**config.mk**
```make
export PLATFORM = sky130hd
export DESIGN_NAME = gcb_regs
export DESIGN_NICKNAME = d
export VERILOG_FILES = /design/src/design/gcb_pin_sync.v /design/src/design/gcb_corr_engine.v /design/src/design/gcb_regs.v
export VERILOG_INCLUDE_DIRS = /design/src /design/src/design
export SDC_FILE = /design/constraint.sdc
export NUM_CORES = 1
export LEC_CHECK = 0
export ABC_AREA = 1
export BUFFER_PORTS_ARGS = -buffer_cell sky130_fd_sc_hd__buf_2
export CAP_MARGIN = 20
export CORE_ASPECT_RATIO = 1.2
export CORE_MARGIN = 10
export CORE_UTILIZATION = 43
export DETAILED_ROUTE_END_ITERATION = 12
export GPL_TIMING_DRIVEN = 0
export PLACE_DENSITY = 0.77
export SYNTH_ARGS = -nofsm -noshare
export SYNTH_HDL_FRONTEND = slang
export SYNTH_SLANG_ARGS = --single-unit
```
**constraint.sdc**
```tcl
create_clock -name clk -period 1.3 [get_ports clk]
set_input_delay 0.195 -clock clk [delete_from_list [all_inputs] [get_ports clk]]
set_output_delay 0.195 -clock clk [all_outputs]
set_load 0.005 [all_outputs]
```
**src/design/gcb_map.vh**
```
// constants for the pin control and correction busy register bank
// What this block does
// - write top bit: one releases, zero pulls low
// - read returns synchronised live pin level
// - all resets leave pin register at 8000h
// - unused bits ignore writes, read zero
// - busy register read-only, channel 7 at bit 15
// - data, offset, gain write sets busy
// - busy clears when corrected result lands
// - one channel correction takes about 500 ns
// - engine off forces all busy flags zero
`ifndef GCB_MAP_VH
`define GCB_MAP_VH

// register indices on the parallel register port
`define GCB_ADDR_W 5
`define GCB_IDX_PIN_CTRL 5'h0a
`define GCB_IDX_BUSY 5'h0b

// field positions
`define GCB_PIN_BIT 15
`define GCB_BUSY_LSB 8
`define GCB_BUSY_MSB 15

// reset values
`define GCB_PIN_CTRL_RST 16'h8000
`define GCB_BUSY_RST 16'h0000
`define GCB_BUSY_FLAGS_RST 8'h00

// correction timing
`define GCB_CLK_PERIOD_NS 50
`define GCB_CORR_TIME_NS 500
`define GCB_CORR_CYCLES (`GCB_CORR_TIME_NS / `GCB_CLK_PERIOD_NS)
`define GCB_CNT_W 4
`define GCB_CORR_LAST 4'h9

// channel count
`define GCB_NCH 8

`endif

```
**src/design/gcb_pin_sync.v**
```verilog
// two-stage synchroniser for the general pin input
`timescale 1ns/1ps
`default_nettype none
module gcb_pin_sync
(
    // clock and reset
    input wire clk,
    input wire reset,
    // pin level in and out
    input wire pin_async,
    output reg pin_sync
);

reg meta_q;

always @(posedge clk)
begin
    if (reset)
    begin
        meta_q <= 1'b1;
        pin_sync <= 1'b1;
    end
    else
    begin
        meta_q <= pin_async;
        pin_sync <= meta_q;
    end
end

endmodule
`default_nettype wire

```
**src/design/gcb_corr_engine.v**
```verilog
// correction engine sequencer: serves pending channels one at a time
`timescale 1ns/1ps
`default_nettype none
`include "gcb_map.vh"
module gcb_corr_engine
(
    // clock and reset
    input wire clk,
    input wire reset,
    // control
    input wire engine_en,
    input wire [`GCB_NCH-1:0] pending,
    // completion
    output reg done_valid,
    output reg [2:0] done_chan,
    output reg active
);

localparam [`GCB_CNT_W-1:0] CORR_LAST = `GCB_CORR_LAST;

reg [`GCB_CNT_W-1:0] cnt_q;
reg [2:0] chan_q;

// lowest pending channel wins
function [2:0] pick_low;
    input [`GCB_NCH-1:0] req;
    integer i;
    begin
        pick_low = 3'h0;
        for (i = `GCB_NCH - 1; i >= 0; i = i - 1)
        begin
            if (req[i])
                pick_low = i[2:0];
        end
    end
endfunction

always @(posedge clk)
begin
    if (reset || !engine_en)
    begin
        cnt_q <= 4'h0;
        chan_q <= 3'h0;
        active <= 1'b0;
        done_valid <= 1'b0;
        done_chan <= 3'h0;
    end
    else
    begin
        done_valid <= 1'b0;
        if (!active)
        begin
            if (|pending)
            begin
                active <= 1'b1;
                chan_q <= pick_low(pending);
                cnt_q <= 4'h0;
            end
        end
        else if (cnt_q == CORR_LAST)
        begin
            // result moved to channel data register
            active <= 1'b0;
            done_valid <= 1'b1;
            done_chan <= chan_q;
        end
        else
        begin
            cnt_q <= cnt_q + 4'h1;
        end
    end
end

endmodule
`default_nettype wire

```
**src/design/gcb_regs.v**
```verilog
// pin control register and per-channel correction busy flags
`timescale 1ns/1ps
`default_nettype none
`include "gcb_map.vh"
module gcb_regs
(
    // clock and reset (power-on, hardware and software resets combined)
    input wire clk,
    input wire reset,
    // parallel register port
    input wire [`GCB_ADDR_W-1:0] reg_addr,
    input wire reg_wr,
    input wire reg_rd,
    input wire [15:0] reg_wdata,
    output reg [15:0] reg_rdata,
    // correction engine control and data-path write events
    input wire engine_en,
    input wire [`GCB_NCH-1:0] chan_write,
    // general pin, open drain
    input wire gpin_in,
    output wire gpin_out,
    output wire gpin_oe
);

// =====================================================
// index decoding
function is_pin_idx;
    input [`GCB_ADDR_W-1:0] addr;
    begin
        is_pin_idx = (addr == `GCB_IDX_PIN_CTRL);
    end
endfunction

function is_busy_idx;
    input [`GCB_ADDR_W-1:0] addr;
    begin
        is_busy_idx = (addr == `GCB_IDX_BUSY);
    end
endfunction

// =====================================================
// pin control
reg pin_q;
wire pin_level;
wire pin_wr;

// writes to the busy index fall through: register is read-only
assign pin_wr = reg_wr && is_pin_idx(reg_addr);

always @(posedge clk)
begin
    if (reset)
        pin_q <= 1'b1;
    else if (pin_wr)
        pin_q <= reg_wdata[`GCB_PIN_BIT];
end

// drive low only when stored bit is zero
assign gpin_out = 1'b0;
assign gpin_oe = ~pin_q;

gcb_pin_sync u_sync
(
    .clk(clk),
    .reset(reset),
    .pin_async(gpin_in),
    .pin_sync(pin_level)
);

// =====================================================
// busy flags
reg [`GCB_NCH-1:0] busy_q;
wire done_valid;
wire [2:0] done_chan;
reg [`GCB_NCH-1:0] done_vec;
wire [`GCB_NCH-1:0] eng_pending;

// hide a channel whose completion is still landing, so it is not served twice
assign eng_pending = busy_q & ~done_vec;

always @*
begin
    done_vec = {`GCB_NCH{1'b0}};
    if (done_valid)
        done_vec[done_chan] = 1'b1;
end

gcb_corr_engine u_eng
(
    .clk(clk),
    .reset(reset),
    .engine_en(engine_en),
    .pending(eng_pending),
    .done_valid(done_valid),
    .done_chan(done_chan),
    .active()
);

always @(posedge clk)
begin
    if (reset || !engine_en)
        busy_q <= `GCB_BUSY_FLAGS_RST;
    else
        // a new write wins over a completion in the same cycle
        busy_q <= (busy_q & ~done_vec) | chan_write;
end

// =====================================================
// read data, registered
always @(posedge clk)
begin
    if (reset)
        reg_rdata <= 16'h0000;
    else if (reg_rd)
    begin
        if (is_pin_idx(reg_addr))
            reg_rdata <= {pin_level, 15'h0000};
        else if (is_busy_idx(reg_addr))
            reg_rdata <= {busy_q, 8'h00};
        else
            reg_rdata <= 16'h0000;
    end
end

endmodule
`default_nettype wire

```
==> impl_results.md <==
* Area occupied by multi-input gates at 844.6 um^2
* Leak at 0.9655 nW
* Final nets at 282
* Synth Area in Compound Gates at 16.53%
* FF-to-FF setup slack at -0.12 ns
* Fin. Hold Viols at 0
* Vias in the first global route at 1,293
* Crit start category: flop
* H-tree depth at 2
* Synth warnings at 0
* Worst setup margin at -0.1234 ns
* Synth Area in Adders at 1.797%
* Flop pwr share at 47.0%
* Synth Area in Simple Gates at 23.45%
* Clk buf depth at 2
* Wire length on met1 at 1.358 mm
* Status: complete, but fails checks
* WS Path Type: reg2reg
* First-pass GRT wire length at 5.609 mm
* Critical path endpoint category: flop
* Buffers on Ports at 27
* Power Internal at 1.562 mW
* VDD IR max at 0.0006887 V
* Total track usage at 11.82%
* Worst-path maximum fanout at 3
* Routed wire per std cell at 13.67 um
* DRC Markers at 0
* CTS tree: done
* DRT antenna net count at 0
* Initial Utilization at 45.17%
* Largest net degree at the start of global routing at 11
* Post-Syn Area per Cell at 7.407 um^2
* Drt pass-1 iters at 4
* Total gr overflow at 0
* Antenna violations before repair at 0
* Max-slew violations at 0
* FF+latch count, synth at 31
* Fmax at 702.6 MHz
* Power per cell area at 1025 nW/um^2
* P_sw at 0.5415 mW
* Core ar. at 3083 um^2
* DP Wirelength at 2.305 mm
* Diode count at 0
* Max-cap viol count at 0
* Later-pin clock latency in the skew report at 0.35 ns
* Reg2Reg Depth at 9
* Post-Route Setup TNS at -0.4874 ns
* Period utilization at 109.5%
* Mapped Area at 1393 um^2
* CTS buffer count at 5
* Hold_buf cts at 0
* Mapped Cells at 188
* Most frequent cells in the layout: nand2_1, buf_2, dfxtp_1
* Comb power frac at 14.6%
* Crit path DAT at 1.66 ns
* Final min period at 1.423 ns
* Worst Path Required at 1.54 ns
* Final setup viols at 7
* Filler cell count in the final layout at 257
* Full die area at 5924 um^2
* Distinct cells, synth at 24
* Hold Crit Depth at 2
* Power share of the clock group at 38.4%
* Met2 Routed Length at 2.098 mm
* Final WL at 3.855 mm
* DIE HEIGHT at 82.34 um
* Root Driver: clkbuf_4
* Die width at 71.95 um
* Avg Vias per Cell at 4.872
* Fraction of layout cells with a size suffix above 1 at 45.53%
* Clock sink count at 31
* Sequential-to-total area share from yosys stat at 44.56%
* Most common cell after layout, fill and taps aside: nand2_1
* Via count at 1,374
* Met3 wire len at 298 um
* Iter 0 DRT Violations at 63
* Sw Share at 25.75%
* Multiplexer share of the synthesized area at 0%
* Total power at 2.103 mW
* Rows at 22
* Clock skew at 0.02082 ns
* FF/Latch Area at 635.6 um^2
* Final hold slack at 0.03813 ns
* Largest family of logic cells by synthesized area: simple AND/OR/NAND/NOR gates
* Final GP Congestion at 0.8405
* HP Class: in2reg
* Failing checks: negative setup slack
* Layout area overhead at 47.35%
* RSZ-0062 raised after global routing: yes
* Uppermost layer routed: met4
* Clk pin slew, worst setup/hold paths at 0.12 ns
* I/O pin cnt at 53
* Post-synthesis xor/xnor area fraction at 0.6289%
==> worst max-delay path, stage by stage, from the launching register on <==
cell and delay, ns:
dfxtp_4 0.39, inv_4 0.09, nand2_4 0.07, o21ai_4 0.17, nand2_4 0.10, buf_6 0.13, a31oi_4 0.15, nor2_2 0.06
nor2_1 0.09, nor2_1 0.05
==> metrics by stage <==
| stage | worst slack (ns) | cell area (um^2) | utilization, % | std cells |
|---|---|---|---|---|
| 6_report | -0.1234 | 2052 | 66.56 | 282 |
| 3_3_place_gp | -0.07465 | 1609 | 52.19 | 259 |
| 3_5_place_dp | -0.09803 | 1609 | 52.19 | 259 |
| 4_1_cts | -0.02230 | 1867 | 60.55 | 280 |
| 2_1_floorplan | 0.03528 | 1429 | - | 196 |
| 5_1_grt | -0.1975 | 2052 | 66.56 | 282 |
==> what timing repair did <==
item | in CTS | in global routing
hold endpoints to repair | 0 | 0
buffers inserted | 13 | 3
pin swaps | 13 | 25
endpoints found under the setup margin | 7 | 11
gates resized for setup | 22 | 38
==> Yosys cell counts <==
cell       n  share of area, %
o21ai_1    4               1.4
nand2_1   43                12
nor2_2     1              0.45
o21ai_0    4               1.4
or2_2      3               1.3
o21ai_2    6               3.8
a31oi_1    1              0.45
inv_1     23               6.2
nand4_1    1              0.45
dfxtp_1   31                45
nand2_2    4               1.8
clkbuf_1   1              0.27
buf_4      9               4.9
nand3_1    8               2.9
a21oi_1   24               8.6
nor4_2     1              0.90
o21bai_2   1              0.81
buf_2      1              0.36
xnor2_1    1              0.63
nor2_1    13               3.5
conb_1     1              0.27
ha_1       2               1.8
nand3b_1   1              0.54
inv_2      4               1.1
==> final timing paths <==
path,startpoint,end
min reg2reg,u_sync.meta_q$_SDFF_PP1_,u_sync.pin_sync$_SDFF_PP1_
max reg2reg,u_eng.done_chan[2]$_SDFFE_PP0P_,u_eng.chan_q[1]$_SDFFE_PP0P_
min,gpin_in,u_sync.meta_q$_SDFF_PP1_
max,u_eng.done_chan[2]$_SDFFE_PP0P_,u_eng.chan_q[1]$_SDFFE_PP0P_
==> area by class of cell <==
type	count	area share, %
tap	36	2.195
buffer	11	3.720
timing repair buffer	42	12.44
sequential	31	30.98
clock buffer	6	2.500
clock inverter	2	1.707
inverter	27	5.305
multi-input combinational	127	41.16
==> flip-flops by register name, summed over array words and instances (netlist names), 3 cells and up <==
register	count
busy_q	8
reg_rdata	8
u_eng.cnt_q	4
u_eng.chan_q	3
u_eng.done_chan	3
==> kinds of logic after synthesis <==
logic type,count (synthesis)
other,1
DFF,31
buffers and inverters,38
and+or+nand+nor,75
xor gates and xnor gates,1
adders and majority gates,2
AOI/OAI and AO/OA,40
==> power by group through the flow <==
stage               clock [mW]  combinational (mW)  sequential [mW]
finish                   0.807               0.307            0.989
global route             0.843               0.336            0.992
CTS                      0.803               0.244            0.990
detailed placement           0               0.197             1.01
global placement             0               0.195             1.01
floorplan                    0               0.142             1.01
==> layer usage <==
layer | global-route usage [%] | vias up
li1 | - | 693
met1 | 10.26 | 631
met2 | 22.79 | 36
met3 | 5.609 | 14
met4 | 4.845 | 0
met5 | 0 | -
(Power assumes the default switching activity.)
